===== src/rtcb_pkg.sv =====
// rtcb_pkg: constants, states and carriers of the circular buffer engine.
// assumes one device clock and 16-bit shared ram words.
package rtcb_pkg;

	// ----------------------------------------------------------------
	// widths
	// ----------------------------------------------------------------
	localparam int RTCB_AW = 15;
	localparam int RTCB_DW = 16;
	localparam int RTCB_WCW = 6;
	localparam int RTCB_MAX_WORDS = 32;

	// ----------------------------------------------------------------
	// descriptor block layout, word offsets from its base
	// ----------------------------------------------------------------
	localparam logic [RTCB_AW-1:0] RTCB_DESC_CTRL = 15'h0000;
	localparam logic [RTCB_AW-1:0] RTCB_DESC_START = 15'h0001;
	localparam logic [RTCB_AW-1:0] RTCB_DESC_CUR = 15'h0002;
	localparam logic [RTCB_AW-1:0] RTCB_DESC_W4 = 15'h0003;
	// mode 1 keeps info and time tag ahead of the data
	localparam logic [RTCB_AW-1:0] RTCB_M1_DATA_OFS = 15'h0002;
	localparam logic [RTCB_AW-1:0] RTCB_TAG_OFS = 15'h0001;
	localparam logic [RTCB_AW-1:0] RTCB_M2_INFO_STEP = 15'h0002;

	// ----------------------------------------------------------------
	// control word fields
	// ----------------------------------------------------------------
	localparam int RTCB_CW_BUF_SEL = 0;
	localparam int RTCB_CW_CIR1 = 1;
	localparam int RTCB_CW_CIR2 = 2;
	localparam int RTCB_CW_PP = 3;
	localparam int RTCB_CW_CODE_LO = 4;
	localparam int RTCB_CW_CODE_HI = 7;
	localparam int RTCB_CW_LIMIT_IRQ = 8;
	localparam int RTCB_INFO_BROADCAST_FLAG_BIT = 9;

	// ----------------------------------------------------------------
	// wishbone register map (byte addresses) and reset values
	// ----------------------------------------------------------------
	localparam logic [3:0] RTCB_REG_CONFIG = 4'h0;
	localparam logic [3:0] RTCB_REG_STATUS = 4'h4;
	localparam logic [3:0] RTCB_REG_LAST_PTR = 4'h8;
	localparam int RTCB_CFG_LIMIT_IRQ = 0;
	localparam int RTCB_CFG_BROADCAST_FLAG_SEG = 1;
	localparam logic [1:0] RTCB_CONFIG_RST = 2'h0;
	localparam int RTCB_ST_BUSY = 0;
	localparam int RTCB_ST_MODE2 = 1;
	localparam int RTCB_ST_WRAP = 2;
	localparam int RTCB_ST_CNT_LO = 16;

	// ----------------------------------------------------------------
	// sequencer states, one-hot
	// ----------------------------------------------------------------
	typedef enum logic [10:0] {
		RTCB_IDLE = 11'h001,
		RTCB_RD_CTRL = 11'h002,
		RTCB_RD_START = 11'h004,
		RTCB_RD_CUR = 11'h008,
		RTCB_RD_W4 = 11'h010,
		RTCB_WR_INFO = 11'h020,
		RTCB_WR_TAG = 11'h040,
		RTCB_WR_DATA = 11'h080,
		RTCB_WR_CUR = 11'h100,
		RTCB_WR_W4 = 11'h200,
		RTCB_DONE = 11'h400
	} rtcb_state_t;

	// ----------------------------------------------------------------
	// carriers
	// ----------------------------------------------------------------
	typedef struct packed {
		logic [RTCB_AW-1:0] desc_addr;
		logic is_tx;
		logic is_broadcast;
		logic msg_error;
		logic busy_status;
		logic illegal;
		logic [RTCB_WCW-1:0] word_count;
		logic [RTCB_DW-1:0] info_word;
		logic [RTCB_DW-1:0] time_tag;
	} rtcb_msg_t;

	typedef struct packed {
		logic valid;
		logic we;
		logic [RTCB_AW-1:0] addr;
		logic [RTCB_DW-1:0] wdata;
	} rtcb_ram_req_t;

	typedef struct packed {
		logic done;
		logic good;
		logic wrapped;
		logic unsupported;
	} rtcb_result_t;

endpackage


===== src/rtcb_top.sv =====
// rtcb_top: circular buffer pointer engine for remote terminal subaddresses.
// assumes a protocol engine on mclk that hands over a completed message,
// a shared ram port with a level request held until ack, and a wishbone
// master for the config registers.
// Functional notes
// - mode 1 buffer limit raises message interrupt
// - mode 1 ignores broadcast segregation setting
// - info word broadcast flag shows broadcast status
// - broadcast transmit: no bus reply, pointer kept
// - mode 1 advance pointer, wrap past end
// - mode 2 when pingpong off, circular two on
// - mode 2 splits data and info, resets
// - transmit and receive use separate descriptors
// - descriptor is four words from base N
// - fourth word addresses next info word in mode 2, buffer end in mode 1
// - mode 2 info at pointer, tag after
// - failed messages keep info pointer unchanged
// - good receive data stored from current pointer
// - info pointer advances by two per good message
// - plus one all ones: restore both pointers
`timescale 1ns/1ps

module rtcb_top
	import rtcb_pkg::*;
#(
	parameter int MAX_WORDS = rtcb_pkg::RTCB_MAX_WORDS
)
(
	input wire logic mclk, // device clock, 40 MHz
	input wire logic srst, // synchronous reset, active high
	input wire logic msg_valid, // completed message pulse
	input wire rtcb_pkg::rtcb_msg_t msg_in, // completed message details
	input wire logic rx_word_valid, // received data word strobe
	input wire logic [rtcb_pkg::RTCB_DW-1:0] rx_word, // received data word
	output rtcb_pkg::rtcb_ram_req_t ram_req, // shared ram request
	input wire logic ram_ack, // shared ram ack
	input wire logic [rtcb_pkg::RTCB_DW-1:0] ram_rdata, // shared ram read data
	output logic busy, // sequencer busy
	output logic tx_inhibit, // suppress bus transmit
	output rtcb_pkg::rtcb_result_t result, // message outcome pulse
	output logic message_interrupt_output, // interrupt pulse
	input wire logic wb_cyc_i, // wishbone cycle
	input wire logic wb_stb_i, // wishbone strobe
	input wire logic wb_we_i, // wishbone write
	input wire logic [3:0] wb_adr_i, // wishbone byte address
	input wire logic [3:0] wb_sel_i, // wishbone byte select
	input wire logic [31:0] wb_dat_i, // wishbone write data
	output logic [31:0] wb_dat_o, // wishbone read data
	output logic wb_ack_o // wishbone ack
);

	// ----------------------------------------------------------------
	// elaboration check
	// ----------------------------------------------------------------
	if (MAX_WORDS < 1 || MAX_WORDS > RTCB_MAX_WORDS)
	begin : g_bad_depth
		$error("rtcb_top: MAX_WORDS out of range");
	end

	localparam int IW = $clog2(RTCB_MAX_WORDS + 1);

	// ----------------------------------------------------------------
	// state
	// ----------------------------------------------------------------
	rtcb_state_t state_q, state_d;
	rtcb_msg_t msg_q;
	rtcb_ram_req_t req_q;
	logic [RTCB_DW-1:0] ctrl_q, start_q, cur_q, w4_q;
	logic [RTCB_DW-1:0] rx_mem [MAX_WORDS];
	logic [IW-1:0] rx_cnt_q;
	logic [IW-1:0] wr_idx_q;
	logic [1:0] cfg_q;
	logic [15:0] good_cnt_q;
	logic mode2_q, wrap_q;
	logic [31:0] last_ptr_q;
	logic busy_q, tx_inh_q, irq_q;
	rtcb_result_t res_q;
	logic ack_q;
	logic [31:0] dat_q;

	// ----------------------------------------------------------------
	// message classification
	// ----------------------------------------------------------------
	wire logic cw_pp = ctrl_q[RTCB_CW_PP];
	wire logic cw_c1 = ctrl_q[RTCB_CW_CIR1];
	wire logic cw_c2 = ctrl_q[RTCB_CW_CIR2];
	// buffer select bit is don't care here, circular one only for mode 1
	wire logic is_mode2 = !cw_pp && cw_c2;
	wire logic is_mode1 = !cw_pp && !cw_c2 && cw_c1;
	wire logic [3:0] cw_code = ctrl_q[RTCB_CW_CODE_HI:RTCB_CW_CODE_LO];
	// broadcast transmit gets no reply and leaves pointers alone
	wire logic broadcast_flag_tx = msg_q.is_tx && msg_q.is_broadcast;
	wire logic msg_good = !(msg_q.msg_error || msg_q.busy_status ||
		msg_q.illegal || broadcast_flag_tx);

	// ----------------------------------------------------------------
	// pointer arithmetic
	// ----------------------------------------------------------------
	wire logic [RTCB_AW-1:0] cur_a = cur_q[RTCB_AW-1:0];
	wire logic [RTCB_AW-1:0] w4_a = w4_q[RTCB_AW-1:0];
	wire logic [RTCB_AW-1:0] start_a = start_q[RTCB_AW-1:0];
	wire logic [RTCB_AW-1:0] wc_a = RTCB_AW'(msg_q.word_count);
	// the same buffer serves broadcast and plain receive data
	wire logic [RTCB_AW-1:0] info_ptr = is_mode2 ? w4_a : cur_a;
	wire logic [RTCB_AW-1:0] data_base =
		is_mode2 ? cur_a : cur_a + RTCB_M1_DATA_OFS;
	wire logic [RTCB_AW-1:0] data_end = data_base + wc_a;
	wire logic m1_wrap = msg_good && (data_end > w4_a);
	wire logic [RTCB_AW-1:0] code_mask =
		(RTCB_AW'(1) << cw_code) - RTCB_AW'(1);
	wire logic [RTCB_AW-1:0] w4_inc = w4_a + RTCB_AW'(1);
	wire logic m2_full =
		msg_good && ((w4_inc & code_mask) == code_mask);
	// only the circular modes may wrap or interrupt
	wire logic wrap_now = is_mode2 ? m2_full : is_mode1 && m1_wrap;
	wire logic [RTCB_AW-1:0] new_cur =
		!msg_good ? cur_a :
		wrap_now ? start_a :
		data_end;
	wire logic [RTCB_AW-1:0] new_w4 =
		!msg_good ? w4_a :
		m2_full ? (w4_a & ~code_mask) :
		w4_a + RTCB_M2_INFO_STEP;
	// broadcast flag forced from the command's own status
	wire logic [RTCB_DW-1:0] info_out = {
		msg_q.info_word[RTCB_DW-1:RTCB_INFO_BROADCAST_FLAG_BIT+1],
		msg_q.is_broadcast,
		msg_q.info_word[RTCB_INFO_BROADCAST_FLAG_BIT-1:0]};
	wire logic store_data = !msg_q.is_tx && msg_good &&
		(msg_q.word_count != '0);
	wire logic last_data = (RTCB_AW'(wr_idx_q) + RTCB_AW'(1)) == wc_a;

	// ----------------------------------------------------------------
	// ram access per state
	// ----------------------------------------------------------------
	// descriptor words at N..N+3, one block per subaddress direction
	wire logic on_cur = state_q == RTCB_RD_CUR || state_q == RTCB_WR_CUR;
	wire logic on_w4 = state_q == RTCB_RD_W4 || state_q == RTCB_WR_W4;
	wire logic [RTCB_AW-1:0] desc_ofs =
		state_q == RTCB_RD_START ? RTCB_DESC_START :
		on_cur ? RTCB_DESC_CUR :
		on_w4 ? RTCB_DESC_W4 :
		RTCB_DESC_CTRL;
	wire logic [RTCB_AW-1:0] data_addr = data_base + RTCB_AW'(wr_idx_q);
	wire logic [RTCB_AW-1:0] acc_addr =
		state_q == RTCB_WR_INFO ? info_ptr :
		state_q == RTCB_WR_TAG ? info_ptr + RTCB_TAG_OFS :
		state_q == RTCB_WR_DATA ? data_addr :
		msg_q.desc_addr + desc_ofs;
	wire logic acc_we = state_q == RTCB_WR_INFO ||
		state_q == RTCB_WR_TAG || state_q == RTCB_WR_DATA ||
		state_q == RTCB_WR_CUR || state_q == RTCB_WR_W4;
	wire logic [RTCB_DW-1:0] data_word =
		rx_mem[wr_idx_q[$clog2(MAX_WORDS+1)-1:0] % MAX_WORDS];
	wire logic [RTCB_DW-1:0] acc_wdata =
		state_q == RTCB_WR_INFO ? info_out :
		state_q == RTCB_WR_TAG ? msg_q.time_tag :
		state_q == RTCB_WR_DATA ? data_word :
		state_q == RTCB_WR_CUR ? RTCB_DW'(new_cur) :
		state_q == RTCB_WR_W4 ? RTCB_DW'(new_w4) : '0;

	wire logic acc_state = !(state_q == RTCB_IDLE || state_q == RTCB_DONE);
	wire logic acc_done = req_q.valid && ram_ack;

	// ----------------------------------------------------------------
	// next state
	// ----------------------------------------------------------------
	always_comb
	begin
		state_d = state_q;
		case (state_q)
			RTCB_IDLE: if (msg_valid) state_d = RTCB_RD_CTRL;
			RTCB_RD_CTRL: if (acc_done) state_d = RTCB_RD_START;
			RTCB_RD_START: if (acc_done) state_d = RTCB_RD_CUR;
			RTCB_RD_CUR: if (acc_done) state_d = RTCB_RD_W4;
			RTCB_RD_W4:
				if (acc_done)
					state_d = (is_mode1 || is_mode2) ? RTCB_WR_INFO :
						RTCB_DONE;
			RTCB_WR_INFO: if (acc_done) state_d = RTCB_WR_TAG;
			RTCB_WR_TAG:
				if (acc_done)
					state_d = store_data ? RTCB_WR_DATA :
						msg_good ? RTCB_WR_CUR : RTCB_DONE;
			RTCB_WR_DATA:
				if (acc_done && last_data) state_d = RTCB_WR_CUR;
			RTCB_WR_CUR:
				if (acc_done)
					state_d = is_mode2 ? RTCB_WR_W4 : RTCB_DONE;
			RTCB_WR_W4: if (acc_done) state_d = RTCB_DONE;
			RTCB_DONE: state_d = RTCB_IDLE;
			default: state_d = RTCB_IDLE;
		endcase
	end

	// ----------------------------------------------------------------
	// sequencer registers
	// ----------------------------------------------------------------
	always_ff @(posedge mclk)
	begin
		if (srst)
			state_q <= RTCB_IDLE;
		else
			state_q <= state_d;
	end

	always_ff @(posedge mclk)
	begin
		if (srst)
			msg_q <= '0;
		else if (state_q == RTCB_IDLE && msg_valid)
			msg_q <= msg_in;
	end

	always_ff @(posedge mclk)
	begin
		if (srst)
		begin
			ctrl_q <= '0;
			start_q <= '0;
			cur_q <= '0;
			w4_q <= '0;
		end
		else if (acc_done && !req_q.we)
		begin
			if (state_q == RTCB_RD_CTRL) ctrl_q <= ram_rdata;
			if (state_q == RTCB_RD_START) start_q <= ram_rdata;
			if (state_q == RTCB_RD_CUR) cur_q <= ram_rdata;
			if (state_q == RTCB_RD_W4) w4_q <= ram_rdata;
		end
	end

	always_ff @(posedge mclk)
	begin
		if (srst)
			req_q <= '0;
		else if (acc_done)
			req_q.valid <= 1'b0;
		else if (acc_state && !req_q.valid)
			req_q <= '{valid: 1'b1, we: acc_we, addr: acc_addr,
				wdata: acc_wdata};
	end

	always_ff @(posedge mclk)
	begin
		if (srst)
			wr_idx_q <= '0;
		else if (state_q == RTCB_WR_DATA && acc_done)
			wr_idx_q <= wr_idx_q + IW'(1);
		else if (state_q == RTCB_DONE)
			wr_idx_q <= '0;
	end

	// ----------------------------------------------------------------
	// receive word holding store, drained after completion
	// ----------------------------------------------------------------
	wire logic rx_take = rx_word_valid && state_q == RTCB_IDLE &&
		rx_cnt_q < IW'(MAX_WORDS);
	always_ff @(posedge mclk)
	begin
		if (srst)
			rx_cnt_q <= '0;
		else if (state_q == RTCB_DONE)
			rx_cnt_q <= '0;
		else if (rx_take)
			rx_cnt_q <= rx_cnt_q + IW'(1);
	end

	always_ff @(posedge mclk)
	begin
		if (rx_take)
			rx_mem[rx_cnt_q[$clog2(MAX_WORDS+1)-1:0] % MAX_WORDS] <= rx_word;
	end

	// ----------------------------------------------------------------
	// outcome, interrupt and status
	// ----------------------------------------------------------------
	wire logic finish = state_q == RTCB_DONE;
	wire logic irq_now = finish && wrap_now &&
		ctrl_q[RTCB_CW_LIMIT_IRQ] && cfg_q[RTCB_CFG_LIMIT_IRQ];
	always_ff @(posedge mclk)
	begin
		if (srst)
		begin
			res_q <= '0;
			irq_q <= 1'b0;
			busy_q <= 1'b0;
			tx_inh_q <= 1'b0;
		end
		else
		begin
			res_q <= '{done: finish, good: finish && msg_good,
				wrapped: finish && wrap_now,
				unsupported: finish && !is_mode1 && !is_mode2};
			irq_q <= irq_now;
			busy_q <= state_d != RTCB_IDLE;
			tx_inh_q <= (state_d != RTCB_IDLE) &&
				(state_q == RTCB_IDLE ? (msg_in.is_tx &&
				msg_in.is_broadcast) : broadcast_flag_tx);
		end
	end

	always_ff @(posedge mclk)
	begin
		if (srst)
		begin
			good_cnt_q <= '0;
			mode2_q <= 1'b0;
			wrap_q <= 1'b0;
			last_ptr_q <= '0;
		end
		else if (finish)
		begin
			if (msg_good) good_cnt_q <= good_cnt_q + 16'h0001;
			mode2_q <= is_mode2;
			wrap_q <= wrap_now;
			last_ptr_q <= {RTCB_DW'(new_cur), RTCB_DW'(new_w4)};
		end
	end

	// ----------------------------------------------------------------
	// wishbone slave, one wait state, unmapped reads zero
	// ----------------------------------------------------------------
	wire logic wb_req = wb_cyc_i && wb_stb_i && !ack_q;
	wire logic [31:0] status_word = {good_cnt_q, 13'h0, wrap_q,
		mode2_q, busy_q};
	wire logic [31:0] rd_word =
		wb_adr_i == RTCB_REG_CONFIG ? {30'h0, cfg_q} :
		wb_adr_i == RTCB_REG_STATUS ? status_word :
		wb_adr_i == RTCB_REG_LAST_PTR ? last_ptr_q : 32'h00000000;
	wire logic cfg_wr = wb_req && wb_we_i && wb_sel_i[0] &&
		wb_adr_i == RTCB_REG_CONFIG;
	always_ff @(posedge mclk)
	begin
		if (srst)
		begin
			ack_q <= 1'b0;
			dat_q <= '0;
			cfg_q <= RTCB_CONFIG_RST;
		end
		else
		begin
			ack_q <= wb_req;
			dat_q <= wb_req && !wb_we_i ? rd_word : 32'h00000000;
			if (cfg_wr) cfg_q <= wb_dat_i[1:0];
		end
	end

	// ----------------------------------------------------------------
	// outputs
	// ----------------------------------------------------------------
	assign ram_req = req_q;
	assign busy = busy_q;
	assign tx_inhibit = tx_inh_q;
	assign result = res_q;
	assign message_interrupt_output = irq_q;
	assign wb_dat_o = dat_q;
	assign wb_ack_o = ack_q;

endmodule


===== config.mk =====
export PLATFORM = sky130hd
export DESIGN_NAME = rtcb_top
export DESIGN_NICKNAME = d
export VERILOG_FILES = /design/src/rtcb_pkg.sv /design/src/rtcb_top.sv
export SDC_FILE = /design/constraint.sdc
export NUM_CORES = 1
export LEC_CHECK = 0
export BUFFER_PORTS_ARGS = -buffer_cell sky130_fd_sc_hd__buf_2
export CORE_MARGIN = 10
export CORE_UTILIZATION = 60
export CTS_CLUSTER_DIAMETER = 80
export DETAILED_ROUTE_END_ITERATION = 10
export GPL_ROUTABILITY_DRIVEN = 0
export PLACE_DENSITY_LB_ADDON = 0.05
export SETUP_SLACK_MARGIN = 0.05
export SLEW_MARGIN = 20
export SYNTH_ARGS = -nofsm -noshare
export SYNTH_HDL_FRONTEND = slang
export SYNTH_SLANG_ARGS = --single-unit

===== constraint.sdc =====
create_clock -name mclk -period 7.7 [get_ports mclk]
set_input_delay 1.155 -clock mclk [delete_from_list [all_inputs] [get_ports mclk]]
set_output_delay 1.155 -clock mclk [all_outputs]
set_load 0.01 [all_outputs]

### Yosys cells after proc, flatten, opt, wreduce, memory -nomap -nowiden

Memory sizes are Yosys's and may differ from the RTL's. A register that Yosys moved wholly into a read port is not among the register bits.
Cells that the tools add are included.

| word-level totals | value |
|---|---|
| memories | 1 |
| word-level logic and storage cells | 185 |
| input bits | 138 |
| bits in registers | 257 |
| RAM bits | 512 |
| output and inout bits | 73 |

| cells by class | value |
|---|---|
| $add $sub $neg | 12 |
| bitwise operators | 7 |
| reductions and logical operators | 67 |
| muxes and demuxes | 43 |
| $lt $le $gt $ge | 2 |
| shift-type cells | 1 |
| equality and inequality tests | 16 |

Memories:

| name | depth | bits a word | rd ports | clocked after Yosys merged registers in | wr ports | RTL line | text |
|---|---|---|---|---|---|---|---|
| rx_mem | 32 | 16 | 1 | 1 | 1 | rtcb_top.sv:69 | `logic [RTCB_DW-1:0] rx_mem [MAX_WORDS];` |

Operators with widths:

| kind | count |
|---|---|
| $mux 15 | 11 |
| $mux 11 | 14 |
| $pmux 11 s10 | 1 |
| $mux 16 | 3 |
| $mux 32 | 1 |
| $logic_and 1x1->1 | 31 |
| $mux 31 | 1 |
| $add 15x1->15 const B | 2 |
| $add 15x2->15 const B | 2 |
| $add 15x6->15 | 2 |
| $and 15x15->15 | 2 |
| $add 16x1->16 const B | 1 |
| $add 15x2->15 | 1 |
| $eq 15x15->1 | 1 |
| $gt 15x15->1 | 1 |
| $not 15->15 | 1 |
| $shl 1x4->15 const A | 1 |
| $sub 15x2->15 const B | 1 |
| $add 6x1->6 const B | 2 |
| $mux 6 | 2 |
| $reduce_and 2->1 | 6 |
| $eq 11x1->1 const B | 1 |
| $eq 11x10->1 const B | 1 |
| $eq 11x11->1 const B | 1 |
| 26 further kinds | 58 |

### Depth between registers and ports, before layout

| logic depth | value |
|---|---|
| depth in word-level cells | 14 |
| mapped depth | 25 |
| depth with buffers taken out | 20 |

### Worst setup path before layout

Ideal clock, no wire load.

| timing | value |
|---|---|
| kind | register -> register |
| start | reg ctrl_q[3] |
| end | reg req_q, in the netlist ram_req[13] |
| path buffers | 5 |
| library setup time | 129 ps |
| period minus slack after synthesis | 5484 ps |
| required time | 7571 ps |
| cell stages (with the launch flop) | 25 |
| setup slack | 2216 ps |
| arrival | 5355 ps |
| path through | dfxtp_1 nand2b_1 clkbuf_1 clkbuf_1 buf_1 clkbuf_1 clkbuf_1 nand2_1 xnor2_1 ha_1 a21oi_1 nand2_1 a31oi_1 o21ai_0 xor2_1 ha_1 nand4_1 nor2_1 o21ai_0 a31o_2 a31oi_1 a21oi_4 mux2_4 a222oi_1 nor3_1 |

| on the way | value |
|---|---|
| cells in the longest elaborated chain, start to end | 14 |
| elaborated cells on any way between the ends | 16 |
| classes of those cells | 1 x add/sub; 1 x order compare; 8 x mux; 6 x reduce/logical |

RTL lines:

| item | RTL line | text |
|---|---|---|
| from (decl) | rtcb_top.sv:68 | `logic [RTCB_DW-1:0] ctrl_q, start_q, cur_q, w4_q;` |
| from (signal assigned) | rtcb_top.sv:226 | `if (state_q == RTCB_RD_CTRL) ctrl_q <= ram_rdata;` |
| $logic_not 1->1 (*) | rtcb_top.sv:88, rtcb_top.sv:89 |  |
| $logic_and 1x1->1 | rtcb_top.sv:88 | `wire logic is_mode2 = !cw_pp && cw_c2;` |
| $mux 15 | rtcb_top.sv:106 | `is_mode2 ? cur_a : cur_a + RTCB_M1_DATA_OFS;` |
| $add 15x6->15 | rtcb_top.sv:107 | `wire logic [RTCB_AW-1:0] data_end = data_base + wc_a;` |
| $gt 15x15->1 | rtcb_top.sv:108 | `wire logic m1_wrap = msg_good && (data_end > w4_a);` |
| $logic_and 1x1->1 | rtcb_top.sv:108 |  |
| $logic_and 1x1->1 | rtcb_top.sv:115 | `wire logic wrap_now = is_mode2 ? m2_full : is_mode1 && m1_wrap;` |
| $mux 1 | rtcb_top.sv:115 |  |
| $mux 15 (*) | rtcb_top.sv:118 | `wrap_now ? start_a :` |
| $mux 15 (*) | rtcb_top.sv:117 | `!msg_good ? cur_a :` |
| $mux 15 (*) | rtcb_top.sv:159 | `state_q == RTCB_WR_CUR ? RTCB_DW'(new_cur) :` |
| $mux 16 (*) | rtcb_top.sv:158 | `state_q == RTCB_WR_DATA ? data_word :` |
| $mux 16 (*) | rtcb_top.sv:157 | `state_q == RTCB_WR_TAG ? msg_q.time_tag :` |
| $mux 16 (*) | rtcb_top.sv:156 | `state_q == RTCB_WR_INFO ? info_out :` |
| to (signal assigned) | rtcb_top.sv:240 | `req_q <= '{valid: 1'b1, we: acc_we, addr: acc_addr,` |
| to (decl) | rtcb_top.sv:67 | `rtcb_ram_req_t req_q;` |

Every way passes the cells marked *; elsewhere a longest branch is shown, timed or not.
A chain may end at the register's enable or synchronous reset.

### Worst setup path after layout

| timing | value |
|---|---|
| start | reg cur_q[2] |
| end | reg last_ptr_q[29] |

| on the way | value |
|---|---|
| cells in the longest elaborated chain, start to end | 9 |

RTL lines:

| item | RTL line | text |
|---|---|---|
| from (decl) | rtcb_top.sv:68 |  |
| from (signal assigned) | rtcb_top.sv:228 | `if (state_q == RTCB_RD_CUR) cur_q <= ram_rdata;` |
| $add 15x2->15 | rtcb_top.sv:106 |  |
| $mux 15 (*) | rtcb_top.sv:106 |  |
| $add 15x6->15 (*) | rtcb_top.sv:107 |  |
| $gt 15x15->1 | rtcb_top.sv:108 |  |
| $logic_and 1x1->1 | rtcb_top.sv:108 |  |
| $logic_and 1x1->1 | rtcb_top.sv:115 |  |
| $mux 1 | rtcb_top.sv:115 |  |
| $mux 15 (*) | rtcb_top.sv:118 |  |
| $mux 15 (*) | rtcb_top.sv:117 |  |
| to (signal assigned) | rtcb_top.sv:317 | `last_ptr_q <= {RTCB_DW'(new_cur), RTCB_DW'(new_w4)};` |
| to (decl) | rtcb_top.sv:75 | `logic [31:0] last_ptr_q;` |

Marked as above.

==> results by group <==
Global route
  – Met1 usage: 0.373
  – Global route hottest layer: met2
  – Initial antenna violation count: 1
  – Pin count of the biggest net entering global routing: 86
  – GRT met2 Usage: 0.485
  – First-pass GRT wire length: 146 mm
  – Gr usage total: 0.291
  – Routing usage on met3: 0.0482
  – Vias in the first global route: 23200
  – Final global-route overflow total: 0

Clocking
  – CTS clock-pin slew for the worst setup and hold paths: 0.06 ns
  – Clk_lat worst skew: 0.63 ns
  – CTS H-tree lvls: 3
  – Cts hold-fix bufs: 0
  – # Post-CTS Setup Buffers: 0
  – CTS root buf: clkbuf_16
  – Number of buffers created by CTS: 79
  – Clock buffer depth: 3
  – Sink count of the clock tree: 772
  – TritonCTS clock tree: yes
  – Post-cts repair resize count: 0

Synth
  – Mapped Cells: 2670
  – Most instantiated cells after synthesis: 512 x edfxtp_1, 340 x nand2_1, 260 x dfxtp_1, 213 x a21oi_1, 207 x nor2_1
  – Number of synthesized flops with an enable pin: 512
  – Most used flip-flop cell after synthesis: edfxtp_1
  – Synth warn: 0
  – Mapped Area: 34000 µm²
  – Syn Nets: 2853
  – Seq cells post-synth: 772
  – Cell taking the most area after synthesis: edfxtp_1
  – Top-area cell type share of the netlist area: 0.452
  – Top area cells in the synthesized netlist: edfxtp_1 45%, dfxtp_1 15%, mux4_2 11%
  – Async set or reset register ratio after synthesis: 0
  – Netlist cell types: 94
  – Register area share after synthesis: 0.605
  – Most instantiated library cell after synthesis: edfxtp_1
  – Synthesized area per cell: 12.7 µm²

Setup path
  – Arrival time at the worst endpoint: 6.39 ns
  – Reg2Reg Setup Slack: 1.80 ns
  – CP Capture Type: flip-flop
  – CP Class: reg -> reg
  – Slowest stage cell, crit path: dfxtp_1
  – Worst r2r path cells: 19
  – CP max FO: 12
  – CP bufs+invs: 1
  – Slowest stage delay, CP: 0.72 ns
  – CP endpoint: last_ptr_q[29]
  – R2r startpoint: cur_q[2]
  – Crit path from: cur_q[2]
  – Critical path, cell by cell: ha_1, and3_1, xor2_1, ha_1, nor3_1, o21ai_0, o211ai_1, o21ai_0, inv_1, ha_1, nand4_1, nor2_1, o21ai_0, a31o_2, a31oi_1, a21oi_4, mux2_4, mux2i_1, o21ai_0
  – Req. time, crit path: 8.19 ns
  – Cell family with most CP delay: compound AO/OA/AOI/OAI gates
  – Crit path launch type: flip-flop
  – Crit Reg-Reg Endpoint: last_ptr_q[29]
  – Most used cell, CP: o21ai_0
  – Crit. path cell count: 19

Final layout
  – P&R area growth vs syn: 11.9%
  – Cell Count, Final, Fillers Out: 3624
  – Layout cells sized above 1: 0.196
  – Post-layout util: 0.677
  – Final net count: 2993
  – ANT cells: 0
  – Fillers: 4093

Flow run
  – Max cap viols: 0

STA
  – Upper clock frequency limit: 0.170 GHz
  – Post-route setup TNS: 0 ns
  – Worst-Margin Slew: 1.15 ns
  – Clock Skew: 0.0137 ns
  – Min cycle time layout: 5.90 ns
  – Tcrit/Tclk final: 0.766
  – Final hold viol count: 0
  – Relative slew slack: 0.227
  – Fin. max-slew vios: 0
  – RSZ-0062 raised after global routing: false
  – Final setup viols: 0
  – Hold WS: 0.449 ns

Placed design
  – Port bufs: 174
  – DP Wirelength: 65.9 mm
  – Cells after DPL: 3485

Route
  – Detailed Route WL: 97.9 mm
  – Final ANT Viol Nets: 0
  – Residual DRC: 0
  – Drt wl/cell: 27.0 µm
  – Via count: 23600
  – First-pass DRT Iterations: 8
  – Avg Vias per Cell: 6.51
  – DRT iter0 DRCs: 2652

Power and ir drop
  – Cell area power density: 229 nW/µm²
  – Leakage: 0.0127 µW
  – Worst IR Drop VDD: 221 µV
  – Power, Total: 8710 µW

Min path
  – Min-delay worst type: reg -> reg

Floorplanning
  – # IOs: 211
  – Site row count: 87
  – Core area: 56300 µm²
  – Die extent in x: 258 µm
  – Die area: 66600 µm²
  – Chip Height: 258 µm
  – Starting Density: 0.605

Run status
  – Status: finished, final reports clean
[layout make-up]
| class | count | area (µm²) | share of cell area |
|---|---|---|---|
| Tap cell | 756 | 946 | 0.0248 |
| Sequential cell | 772 | 20600 | 0.541 |
| Clock inverter | 27 | 277 | 0.00726 |
| Multi-Input combinational cell | 1686 | 12600 | 0.331 |
| Timing Repair Buffer | 237 | 1350 | 0.0355 |
| Clock buffer | 112 | 2200 | 0.0578 |
| Inverter | 34 | 128 | 0.00335 |
[layout by cell type, fill, tap and decap left out, drive strengths merged, types with 12 or more instances in the layout]
cell | netlist | final
xnor2 | 48 | 48
a211oi | 20 | 20
mux4 | 160 | 160
a31oi | 17 | 17
a22oi | 23 | 23
a21o | 12 | 12
edfxtp | 512 | 512
nand4 | 25 | 25
nand2 | 341 | 341
or3 | 19 | 19
inv | 34 | 37
xor2 | 32 | 32
buf | 52 | 237
and3 | 34 | 34
o221ai | 13 | 13
and2 | 12 | 12
clkbuf | 125 | 112
nor3 | 52 | 52
o21ai | 82 | 82
nand3 | 47 | 47
clkinv | 0 | 21
a21oi | 214 | 214
nor2 | 209 | 209
nand3b | 12 | 12
nor4 | 21 | 21
dfxtp | 260 | 260
mux2i | 38 | 38
ha | 42 | 42
o211ai | 19 | 19
a221oi | 14 | 14
o22ai | 20 | 20
[through the flow]
step                setup WS (ns)  instance area (µm²)
CTS                          2.06                38100
finish                       1.80                38100
detailed placement           2.07                35600
floorplan                    2.22                34000
global placement             2.13                35600
global route                 1.56                38100
[layer usage]
metal,vias to the layer above,routed length (µm)
li1,10400,-
met1,11700,36900
met2,1254,48200
met3,245,8430
met4,2,4380
met5,-,12
[state kept, by name, indices dropped and copies added, names as in the netlist, named ones only]
register                  flops
start_q                      15
busy                          1
tx_inhibit                    1
info_out                     16
last_ptr_q                   30
ram_req                      33
mode2_q                       1
message_interrupt_output      1
wr_idx_q                      6
cfg_q                         2
rx_mem                      512
state_q                      11
wrap_q                        1
ctrl_q                        8
cur_q                        15
wb_dat_o                     31
wb_ack_o                      1
rx_cnt_q                      6
result                        4
msg_q                        41
w4_q                         15
good_cnt_q                   16
[worst min-delay path, stage by stage (launching register included)]
cell,delay [ns]
dfxtp_1,0.31
nand2_1,0.05
a21oi_1,0.05
[where the power goes]
group	internal [µW]	switching (µW)	total, µW
clock network	2110	1570	3680
logic	154	351	505
registers	4470	56.1	4530
total	6730	1980	8710
[how the worst min path moves through the flow]
stage	end	slack (ns)	from	cells past startpoint
floorplan	last_ptr_q[26]	0.43	last_ptr_q[26]	2
global placement	wrap_q	0.43	wrap_q	1
detailed placement	last_ptr_q[11]	0.44	last_ptr_q[11]	2
CTS	ram_req[26]	0.45	ram_req[26]	2
global route	msg_q[5]	0.47	msg_q[5]	2
finish	last_ptr_q[11]	0.45	last_ptr_q[11]	2
[logic make-up after synthesis]
family	synth area share
XOR/XNOR	0.0206
AO/OA/AOI/OAI	0.0954
other	0.000110
multiplexers	0.121
adder cells (fa/ha/maj)	0.0172
buffers and inverters	0.0270
AND/OR/NAND/NOR	0.114
flip-flops	0.605
Note: power is estimated with default switching activity, not from simulation.
